`src/dswc_pkg.sv`:
```
// shared constants and types for the serial converter write link
package dswc_pkg;
  localparam int unsigned WORD_BITS      = 16;
  localparam int unsigned CODE_BITS      = 12;
  localparam int unsigned MODE_HI_POS    = 13;
  localparam int unsigned MODE_LO_POS    = 12;
  localparam int unsigned CODE_MSB_POS   = 11;
  localparam logic [11:0] CODE_RESET     = 12'h000;
  localparam logic [1:0]  MODE_RESET     = 2'h0;
  localparam logic [4:0]  LAST_BIT_CNT   = 5'h10;
  // host timing, derived from the 100 MHz system clock
  localparam int unsigned SYS_CLK_MHZ    = 100;
  localparam int unsigned SYNC_HIGH_NS   = 33;
  localparam int unsigned SYNC_HIGH_CYC  = (SYNC_HIGH_NS * SYS_CLK_MHZ + 999) / 1000;
  localparam int unsigned SCLK_MAX_MHZ   = 30;
  // half period in system clocks; rounds up so the serial clock stays at or below the limit
  localparam int unsigned SCLK_HALF_CYC  = (SYS_CLK_MHZ + 2 * SCLK_MAX_MHZ - 1) / (2 * SCLK_MAX_MHZ);
  localparam logic [3:0]  SYNC_HIGH_CNT  = 4'(SYNC_HIGH_CYC);
  localparam logic [3:0]  SCLK_HALF_CNT  = 4'(SCLK_HALF_CYC);

  typedef enum logic [1:0] {
    DSWC_MODE_NORMAL = 2'h0,
    DSWC_MODE_PD_1K  = 2'h1,
    DSWC_MODE_PD_100K= 2'h2,
    DSWC_MODE_PD_HIZ = 2'h3
  } dswc_mode_t;

  function automatic logic dswc_is_pd(input logic [1:0] mode);
    return mode != DSWC_MODE_NORMAL;
  endfunction : dswc_is_pd
endpackage : dswc_pkg

```
`src/dswc_if.sv`:
```
// three-wire serial write link between host and converter
`timescale 1ns/10ps
interface dswc_if;
  logic sync_n;
  logic sclk;
  logic sdata;
  modport host (output sync_n, output sclk, output sdata);
  modport dev  (input sync_n, input sclk, input sdata);
endinterface : dswc_if

```
`src/dswc_dev.sv`:
```
// converter end: serial word capture, code register and power mode
//
// How it works
// - frame low starts, sample data on sclk fall
// - sixteenth fall executes word immediately
// - frame may stay low or rise after
// - host holds frame high 33 ns between writes
// - host may park frame low between writes
// - host serial clock at most 30 MHz
// - msb first; 15:14 ignored, mode, code
// - code bits load on sixteenth fall
// - early frame rise discards the word
// - code register clears at power up
// - mode 00 normal,01 1k,10 100k,11 hiz
// - power down keeps code, switches termination
// - host waits before trusting output after wake
`timescale 1ns/10ps
module dswc_dev
  import dswc_pkg::*;
(
  input  wire logic        clk_sys_i,     // system clock
  input  wire logic        rstn_i,        // power-on reset, sync, low
  dswc_if.dev              link,          // serial pins
  output logic [11:0]      code_o,        // converter code register
  output logic [1:0]       mode_o,        // power mode field
  output logic             amp_on_o,      // amplifier and linear circuitry on
  output logic             term_1k_o,     // 1k termination to ground
  output logic             term_100k_o,   // 100k termination to ground
  output logic             update_o       // pulse: word executed
);
  logic [1:0]  sync_meta_reg;
  logic [1:0]  sclk_meta_reg;
  logic [1:0]  sdata_meta_reg;
  logic        sync_prev_reg;
  logic        sclk_prev_reg;
  logic [15:0] shift_reg;
  logic [4:0]  cnt_reg;
  logic        armed_reg;
  logic        sync_low;
  logic        sync_fall;
  logic        sclk_fall;
  logic        frame_clear;
  logic        bit_take;
  logic        exec_now;
  logic [15:0] word_next;

  // count at which the next fall completes the word
  function automatic logic dswc_last_bit(input logic [4:0] cnt);
    return cnt == LAST_BIT_CNT - 5'h1;
  endfunction : dswc_last_bit

  // two-flop synchronisers; stage 0 is read only by stage 1
  always_ff @(posedge clk_sys_i) begin
    if (!rstn_i) begin
      sync_meta_reg <= 2'h0;
    end else begin
      sync_meta_reg <= {sync_meta_reg[0], link.sync_n};
    end
  end

  // each link level must last two samples; a full-rate host is too fast
  always_ff @(posedge clk_sys_i) begin
    if (!rstn_i) begin
      sclk_meta_reg <= 2'h0;
    end else begin
      sclk_meta_reg <= {sclk_meta_reg[0], link.sclk};
    end
  end

  // same depth as the clock path, so a bit lines up with its fall
  always_ff @(posedge clk_sys_i) begin
    if (!rstn_i) begin
      sdata_meta_reg <= 2'h0;
    end else begin
      sdata_meta_reg <= {sdata_meta_reg[0], link.sdata};
    end
  end

  // reset low: a frame already low at release is no fresh fall
  always_ff @(posedge clk_sys_i) begin
    if (!rstn_i) begin
      sync_prev_reg <= 1'b0;
    end else begin
      sync_prev_reg <= sync_meta_reg[1];
    end
  end

  always_ff @(posedge clk_sys_i) begin
    if (!rstn_i) begin
      sclk_prev_reg <= 1'b0;
    end else begin
      sclk_prev_reg <= sclk_meta_reg[1];
    end
  end

  assign sync_low    = !sync_meta_reg[1];
  assign sync_fall   = sync_prev_reg && !sync_meta_reg[1];
  assign sclk_fall   = sclk_prev_reg && !sclk_meta_reg[1];
  assign frame_clear = !sync_low || sync_fall;
  assign bit_take    = !frame_clear && sclk_fall && armed_reg;
  assign exec_now    = bit_take && dswc_last_bit(cnt_reg);
  assign word_next   = {shift_reg[14:0], sdata_meta_reg[1]};

  // armed from frame fall until the word executes or the frame aborts
  always_ff @(posedge clk_sys_i) begin
    if (!rstn_i) begin
      armed_reg <= 1'b0;
    end else if (!sync_low) begin
      armed_reg <= 1'b0;
    end else if (sync_fall) begin
      armed_reg <= 1'b1;
    end else if (exec_now) begin
      armed_reg <= 1'b0;
    end
  end

  // stops at sixteen, as later falls are ignored until a new frame
  always_ff @(posedge clk_sys_i) begin
    if (!rstn_i) begin
      cnt_reg <= 5'h00;
    end else if (frame_clear) begin
      cnt_reg <= 5'h00;
    end else if (bit_take) begin
      cnt_reg <= cnt_reg + 5'h01;
    end
  end

  always_ff @(posedge clk_sys_i) begin
    if (!rstn_i) begin
      shift_reg <= 16'h0000;
    end else if (frame_clear) begin
      shift_reg <= 16'h0000;
    end else if (bit_take) begin
      shift_reg <= word_next;
    end
  end

  // executes on the sixteenth fall, in the same sample as the last bit
  always_ff @(posedge clk_sys_i) begin
    if (!rstn_i) begin
      code_o <= CODE_RESET;
    end else if (exec_now) begin
      code_o <= word_next[CODE_MSB_POS:0];
    end
  end

  always_ff @(posedge clk_sys_i) begin
    if (!rstn_i) begin
      mode_o <= MODE_RESET;
    end else if (exec_now) begin
      mode_o <= word_next[MODE_HI_POS:MODE_LO_POS];
    end
  end

  always_ff @(posedge clk_sys_i) begin
    if (!rstn_i) begin
      update_o <= 1'b0;
    end else begin
      update_o <= exec_now;
    end
  end

  // termination follows the stored mode, one cycle behind; code untouched
  always_ff @(posedge clk_sys_i) begin
    if (!rstn_i) begin
      amp_on_o <= 1'b1;
    end else begin
      amp_on_o <= !dswc_is_pd(mode_o);
    end
  end

  always_ff @(posedge clk_sys_i) begin
    if (!rstn_i) begin
      term_1k_o <= 1'b0;
    end else begin
      term_1k_o <= mode_o == DSWC_MODE_PD_1K;
    end
  end

  always_ff @(posedge clk_sys_i) begin
    if (!rstn_i) begin
      term_100k_o <= 1'b0;
    end else begin
      term_100k_o <= mode_o == DSWC_MODE_PD_100K;
    end
  end
endmodule : dswc_dev

```
`src/flat_wrapper.sv`:
```
// flat-port wrapper written by rule: the top's interface ports become plain ports
module dswc_dev_flat import dswc_pkg::*;
  (clk_sys_i, rstn_i, code_o, mode_o, amp_on_o, term_1k_o, term_100k_o, update_o, link_sync_n, link_sclk, link_sdata);
  dswc_if link_i ();
  input  wire logic clk_sys_i;
  input  wire logic rstn_i;
  output logic [11:0] code_o;
  output logic [1:0] mode_o;
  output logic amp_on_o;
  output logic term_1k_o;
  output logic term_100k_o;
  output logic update_o;
  input wire logic [$bits(link_i.sync_n)-1:0] link_sync_n;
  input wire logic [$bits(link_i.sclk)-1:0] link_sclk;
  input wire logic [$bits(link_i.sdata)-1:0] link_sdata;
  assign link_i.sync_n = link_sync_n;
  assign link_i.sclk = link_sclk;
  assign link_i.sdata = link_sdata;
  dswc_dev u_core (.clk_sys_i(clk_sys_i), .rstn_i(rstn_i), .link(link_i), .code_o(code_o), .mode_o(mode_o), .amp_on_o(amp_on_o), .term_1k_o(term_1k_o), .term_100k_o(term_100k_o), .update_o(update_o));
endmodule
```
`config.mk`:
```
export PLATFORM = sky130hd
export DESIGN_NAME = dswc_dev_flat
export DESIGN_NICKNAME = d
export VERILOG_FILES = /design/src/dswc_pkg.sv /design/src/dswc_if.sv /design/src/dswc_dev.sv /design/src/flat_wrapper.sv
export SDC_FILE = /design/constraint.sdc
export NUM_CORES = 1
export LEC_CHECK = 0
export BUFFER_PORTS_ARGS = -buffer_cell sky130_fd_sc_hd__buf_2
export CAP_MARGIN = 20
export CORE_UTILIZATION = 45
export CTS_CLUSTER_SIZE = 12
export DETAILED_ROUTE_END_ITERATION = 10
export GPL_ROUTABILITY_DRIVEN = 0
export PLACE_DENSITY = 0.67
export SLEW_MARGIN = 20
export SYNTH_ARGS = -nofsm -noshare
export SYNTH_HDL_FRONTEND = slang
export SYNTH_SLANG_ARGS = --single-unit
```
`constraint.sdc`:
```
create_clock -name clk_sys_i -period 4.25 [get_ports clk_sys_i]
set_input_delay 0.85 -clock clk_sys_i [delete_from_list [all_inputs] [get_ports clk_sys_i]]
set_output_delay 0.85 -clock clk_sys_i [all_outputs]
set_load 0.03 [all_outputs]
```
Word-level counts from Yosys, hierarchy flattened

Index checks and enable logic that the tools add are counted.

$mul: 0
$add $sub $neg: 1
Bitwise gates (word level): 1
Shift-type cells: 0
$lt $le $gt $ge: 0
Reductions and logical operators: 14
Eq/ne operators: 3
Div/mod/pow operators: 0
Muxes and demuxes: 2

Operators with widths:

| kind                                                | count |
|---|---|
| adder 5 x 1 -> 5 bit, second input constant         | 1 |
| equality test 5 x 4 -> 1 bit, second input constant | 1 |
| logical AND 1 bit                                   | 5 |
| logical NOT 1 bit                                   | 4 |
| nonzero test 2 bit                                  | 2 |
| OR reduction 2 bit                                  | 2 |
| equality test 2 x 1 -> 1 bit, second input constant | 1 |
| equality test 2 bit, second input constant          | 1 |
| two-way mux 1 bit                                   | 2 |
| logical OR 1 bit                                    | 1 |
| NOT 1 bit                                           | 1 |

Memory bits (writable): 0
Bits of input ports: 5
Logic and storage cells: 35
Bits in read-only memories: 0
Memories kept: 0
Bits in latches: 0
Flip-flop bits (word level): 45

Logic depth before layout (Yosys ltp)

Gate-level depths: netlist (run 1).

Word-level depth: 9
Mapped depth: 7

Worst setup path before layout (run 1)

No wires, ideal clock.

Kind: input to register
Start point: input rstn_i
End point: register u_core.shift_reg[10]
Slack: 2623 ps
Stages: 4
Buffers on the path: 1
Arrival: 1556 ps
Setup time: 72 ps
Required time: 4178 ps
Path through: nor3b_1 > buf_2 > nand2_1 > mux2i_1

Cells in the longest elaborated chain, start to end: 2

Ends and longest elaborated chain:

| element                      | RTL line          | text |
|---|---|---|
| start, declared              | flat_wrapper.sv:6 | `input wire logic rstn_i;` |
| NOT 1 bit (no line)          | -                 |  |
| OR reduction 2 bit (no line) | -                 |  |
| end signal, assigned         | dswc_dev.sv:134   | `shift_reg <= word_next;` |
| end, declared                | dswc_dev.sv:36    | `logic [15:0] shift_reg;` |

Every way passes these cells.
A chain may end at the register's enable or synchronous reset.

Worst setup path in the final report (run 1)

Start point: input rstn_i
End point: register u_core.shift_reg[11]

The elaborated chain is that of the path after synthesis.

==> summary.md, run 1 <==
| Metric | Value |
|---|---|
| Fraction of layout cells with a size suffix above 1 | `16.8%` |
| DRC Markers | `0` |
| Routed wire length | `2.63 mm` |
| Mapped Area | `0.00170 mm2` |
| Die Y | `63.4 um` |
| Least-Margin Pin Slew | `0.871 ns` |
| Synth top area share | `53.1%` |
| CTS root buf | `clkbuf_8` |
| Ant diodes | `0` |
| Synth-to-layout area growth | `12.3%` |
| Largest register FFs | `13` |
| Number of global-route vias before repair | `1107` |
| Core area | `0.00347 mm2` |
| Slew headroom | `41.9%` |
| Critical Path End Type | `register` |
| Skew-Pair Late Insertion Delay | `0.30 ns` |
| Post-DR wirelength/cell | `11.4 um` |
| DIE AREA | `0.00402 mm2` |
| Post-cts hold buffer count | `0` |
| Via/cell ratio | `4.90` |
| Seq/Total Area, Yosys | `53.1%` |
| Max Cap Viol | `0` |
| Tcrit/Tclk final | `52.5%` |
| Antenna viol nets, final | `0` |
| Cts bufs inserted | `5` |
| Hold WC Path Type | `reg -> reg` |
| Nets | `191` |
| Syn. warnings | `0` |
| Synth area leader | `dfxtp_1` |
| Critical Path RT | `4.47 ns` |
| Placed cell areas | `0.00178 mm2` |
| HPWL after detailed placement | `1.78 mm` |
| First-pass GRT wire length | `4.60 mm` |
| Clock sink total | `45` |
| Rows | `21` |
| Post-synthesis register bit count | `45` |
| Largest net degree at the start of global routing | `42` |
| Final hold slack | `0.438 ns` |
| Syn nets | `173` |
| Setup-failing EPs final | `0` |
| DR pass1 iterations | `4` |
| Clk slew on worst S/H paths | `0.08 ns` |
| CTS tree | `done` |
| Largest cells by area after synthesis | `dfxtp_1 (53%), mux2i_1 (17%), nand2_1 (10%)` |
| Final instance area | `0.00191 mm2` |
| Setup TNS Final | `0 ns` |
| Antenna violations before repair | `0` |
| PD cells | `405 mW/mm2` |
| I/O pin count | `23` |
| Initial core utilization | `48.9%` |
| Grt ovf | `0` |
| FMAX | `448 MHz` |
| Total GRT Usage | `15.4%` |
| Syn_area_per_cell | `10.2 um2` |
| Maximum clock path buffer count | `2` |
| Postcts setup bufs | `0` |
| Gates resized, CTS repair | `0` |
| Leak | `0.752 nW` |
| DR iter-0 viols | `60` |
| Worst vdd ir | `205 uV` |
| IO buf count | `22` |
| Final hold viol count | `0` |
| Mapped Cells | `166` |
| Vias | `1131` |
| Crit path max fanout | `41` |
| Max H-tree Level | `2` |
| Crit path time final | `2.23 ns` |
| Worst path arrival time | `2.45 ns` |
| Status | `complete, no violations` |
| Die W | `63.4 um` |
| Slew Limit Fails | `0` |
| RSZ-0062 raised after global routing | `no` |
| Clock Skew | `0.00767 ns` |
| Reg2Reg Setup Slack | `2.24 ns` |
| WS Path Type | `in -> reg` |
| Unique masters post-synth | `27` |
| Startpoint types | `primary input` |
## synth_stat cells
cell type  count
buf_12         1
and2_1        10
nor4b_4        1
o21ai_1        1
ha_1           2
o21a_1         1
and3_1         4
o21ai_0        2
a21oi_1        1
nand3_1        1
nand4b_1       1
buf_2          2
nor2_1         1
dfxtp_1       45
nand2b_1       1
nand4_1        1
buf_8          1
nand2_1       45
inv_1          4
o211a_1        2
buf_6          2
mux2i_1       28
and3b_1        1
and4_1         1
nor3b_1        1
clkbuf_1       5
a31oi_1        1
## worst paths after layout
check / depth (start not counted) / end / from
worst max-delay path: 4 / u_core.shift_reg[11] / rstn_i
worst min-delay path: 1 / u_core.sdata_meta_reg[1] / u_core.sdata_meta_reg[0]
worst max register to register: 3 / u_core.code_o[5] / u_core.sync_prev_reg
worst min register to register: 1 / u_core.sdata_meta_reg[1] / u_core.sdata_meta_reg[0]
## layout make-up
type | count | area [um2]
clock buffer | 7 | 86.3
clock inverter | 1 | 30.0
fill | 346 | 1560
inverter | 4 | 15.0
multi-input combinational | 106 | 706
sequential | 45 | 901
tap | 46 | 57.6
timing repair buffer | 22 | 110
## per-layer routing
layer / global-route usage (%) / part of all wire (%) / vias up
met1: 15.1 / 45 / 523
met4: 11.9 / 3.5 / 0
met2: 27.1 / 48 / 16
li1: - / - / 583
met3: 4.35 / 3.0 / 9
met5: 0 / 0 / -
## power breakdown
| group | switching [mW] | leakage, nW | internal [mW] |
|---|---|---|---|
| sequential | 0.00273 | 0.364 | 0.425 |
| clock | 0.138 | 0.0585 | 0.192 |
| combinational | 0.0106 | 0.330 | 0.00527 |
| total | 0.151 | 0.752 | 0.622 |
## per-stage QoR
step	power [mW]	utilization, %	instances	worst slack [ns]
after CTS	0.781	54.8	231	1.66
after global placement	0.452	51.4	223	1.51
after detailed placement	0.453	51.4	223	1.35
after global routing	0.801	54.9	231	1.78
final	0.773	54.9	231	2.02
after floorplan	0.449	-	166	2.62
## logic make-up after synthesis
| family | share of synthesized area, % |
|---|---|
| adders and majority gates | 1.47 |
| DFF | 53.1 |
| AOI/OAI and AO/OA | 3.17 |
| muxes | 16.5 |
| buffers and inverters | 5.97 |
| and+or+nand+nor | 19.8 |
## worst max-delay path, cell delays in order
cell     delay, ns
buf_2         0.46
nor3b_4       0.78
nand2_1       0.18
mux2i_1       0.17
## cells in the final DEF, fill, tap and decap left out, types with 2 or more instances in the layout
master    instances
clkbuf_8          6
and2_1           10
ha_1              2
and3_1            4
o21ai_0           2
mux2i_1          28
o211a_1           2
buf_2            22
nand2_1          45
dfxtp_1          45
inv_1             4
Power figures use the tool's default switching activity.
==> inputs of run 2 (changes only) <==
==> constraint.sdc (replaced) <==
create_clock -name clk_sys_i -period 2.18 [get_ports clk_sys_i]
set_input_delay 0.436 -clock clk_sys_i [delete_from_list [all_inputs] [get_ports clk_sys_i]]
set_output_delay 0.436 -clock clk_sys_i [all_outputs]
set_load 0.03 [all_outputs]
==> summary.md, run 2 (synthesis gave the netlist of run 1 again) <==
| Metric | Value |
|---|---|
| CTS tree | `done` |
| Critical Path RT | `2.39 ns` |
| Clk slew on worst S/H paths | `0.07 ns` |
| Number of global-route vias before repair | `1094` |
| Maximum clock path buffer count | `2` |
| Post-cts hold buffer count | `0` |
| Post-Layout Cell Count | `235` |
| Via/cell ratio | `4.84` |
| Synth-to-layout area growth | `12.4%` |
| RSZ-0062 raised after global routing | `no` |
| Max H-tree Level | `2` |
| Clk pwr share | `36.5%` |
| CTS root buf | `clkbuf_8` |
| Skew-Pair Late Insertion Delay | `0.29 ns` |
| Die W | `63.4 um` |
| DIE AREA | `0.00402 mm2` |
| Crit path from | `u_core.sync_prev_reg` |
| Slew headroom | `68.3%` |
| Tcrit/Tclk final | `75.1%` |
| Nets | `196` |
| First-pass GRT wire length | `4.52 mm` |
| HP Start | `link_sclk` |
| Ant diodes | `0` |
| Reg-to-Reg Start | `u_core.sync_prev_reg` |
| Startpoint types | `register` |
| Most frequent cells in the layout | `nand2_1 (45), dfxtp_1 (45), mux2i_1 (28)` |
| CP Buf/Inv Count | `1` |
| Vias | `1138` |
| PD cells | `716 mW/mm2` |
| FMAX | `611 MHz` |
| Max Cap Viol | `0` |
| Critical Path End Type | `register` |
| Top delay family on crit path | `simple AND/OR/NAND/NOR gates` |
| Core area | `0.00347 mm2` |
| Fillers | `332` |
| Status | `complete, no violations` |
| Die Y | `63.4 um` |
| Gates resized, CTS repair | `0` |
| Logic pwr share | `2.5%` |
| Leak | `0.764 nW` |
| Clock sink total | `45` |
| Placed cell areas | `0.00182 mm2` |
| Crit-path cells | `nor4b_4, and3_1, buf_4, mux2i_1` |
| Setup TNS Final | `0 ns` |
| Postcts setup bufs | `0` |
| Crit path time final | `1.64 ns` |
| Initial core utilization | `48.9%` |
| DR pass1 iterations | `4` |
| Least-Margin Pin Slew | `0.473 ns` |
| Worst vdd ir | `390 uV` |
| Int Pwr | `1.09 mW` |
| Crit path max fanout | `15` |
| Final hold viol count | `0` |
| Hold WC Path Type | `in -> reg` |
| Placed cell count | `228` |
| Grt ovf | `0` |
| Antenna viol nets, final | `0` |
| Total GRT Usage | `14.8%` |
| Fraction of layout cells with a size suffix above 1 | `18.5%` |
| Cts bufs inserted | `5` |
| Largest register FFs | `13` |
| Sw Ratio | `20.0%` |
| Largest net degree at the start of global routing | `41` |
| Antenna violations before repair | `0` |
| DRC Markers | `0` |
| Clock Skew | `0.00341 ns` |
| Setup-failing EPs final | `0` |
| DR iter-0 viols | `66` |
| Post-DR wirelength/cell | `10.7 um` |
| I/O pin count | `23` |
| Routed wire length | `2.50 mm` |
| Sequential share of power | `61.0%` |
| Final instance area | `0.00191 mm2` |
| CP max-delay cell | `nor4b_4` |
| Rows | `21` |
| IO buf count | `22` |
| Crit-path max cell delay | `0.50 ns` |
| WS Path Type | `reg -> reg` |
| HPWL after detailed placement | `1.75 mm` |
| Slew Limit Fails | `0` |
| Psw | `273 uW` |
| Worst path arrival time | `1.85 ns` |
-- run 2: cell count changes in the layout (fill, tap and decap cells not counted), sizes merged --
| cell | before | now |
|---|---|---|
| bufinv | 1 | 0 |
| buf | 22 | 27 |
-- run 2: final timing paths --
| path | to | slack (ns) | depth (start not counted) |
|---|---|---|---|
| max | u_core.mode_o[1] | 0.54 | 4 |
| min | u_core.sclk_meta_reg[0] | 0.35 | 2 |
| max reg2reg | u_core.mode_o[1] | 0.54 | 4 |
| min reg2reg | u_core.sclk_meta_reg[1] | 0.43 | 1 |
-- run 2: power by group through the flow --
stage	sequential, mW	combinational (mW)	clock [mW]
global placement	0.852	0.0332	0
detailed placement	0.852	0.0343	0
finish	0.833	0.0340	0.498
CTS	0.833	0.0344	0.517
global route	0.834	0.0379	0.558
floorplan	0.850	0.0256	0
-- run 2: per-stage QoR --
step                setup slack (ns)  util (%)  power, mW  hold WS [ns]
floorplan                      0.648         -      0.876         0.412
global placement               0.630      52.5      0.885         0.415
detailed placement             0.567      52.5      0.886         0.419
CTS                            0.549      55.0       1.38         0.340
global route                   0.407      55.0       1.43         0.359
finish                         0.542      55.0       1.36         0.348
-- run 2: layer usage --
metal  GRT usage (%)  wire (um)
met5               0          0
met1            15.5       1170
met3            4.35         81
met4            9.38         70
met2            25.4       1180
-- run 2: worst register-to-register path: cells and delay by family, from the launching register on --
kind | cells | cell delay (ns)
flops | 1 | 0.35
buf+inv | 1 | 0.25
mux | 1 | 0.24
simple gates | 2 | 0.72
-- run 2: final cells by class --
cell class / instances / area [um2] / area share [%]
inverter: 4 / 15.0 / 0.787
sequential: 45 / 901 / 47.2
timing repair buffer: 27 / 148 / 7.74
clock buffer: 7 / 86.3 / 4.53
multi-input combinational: 106 / 699 / 36.7
tap: 46 / 57.6 / 3.02
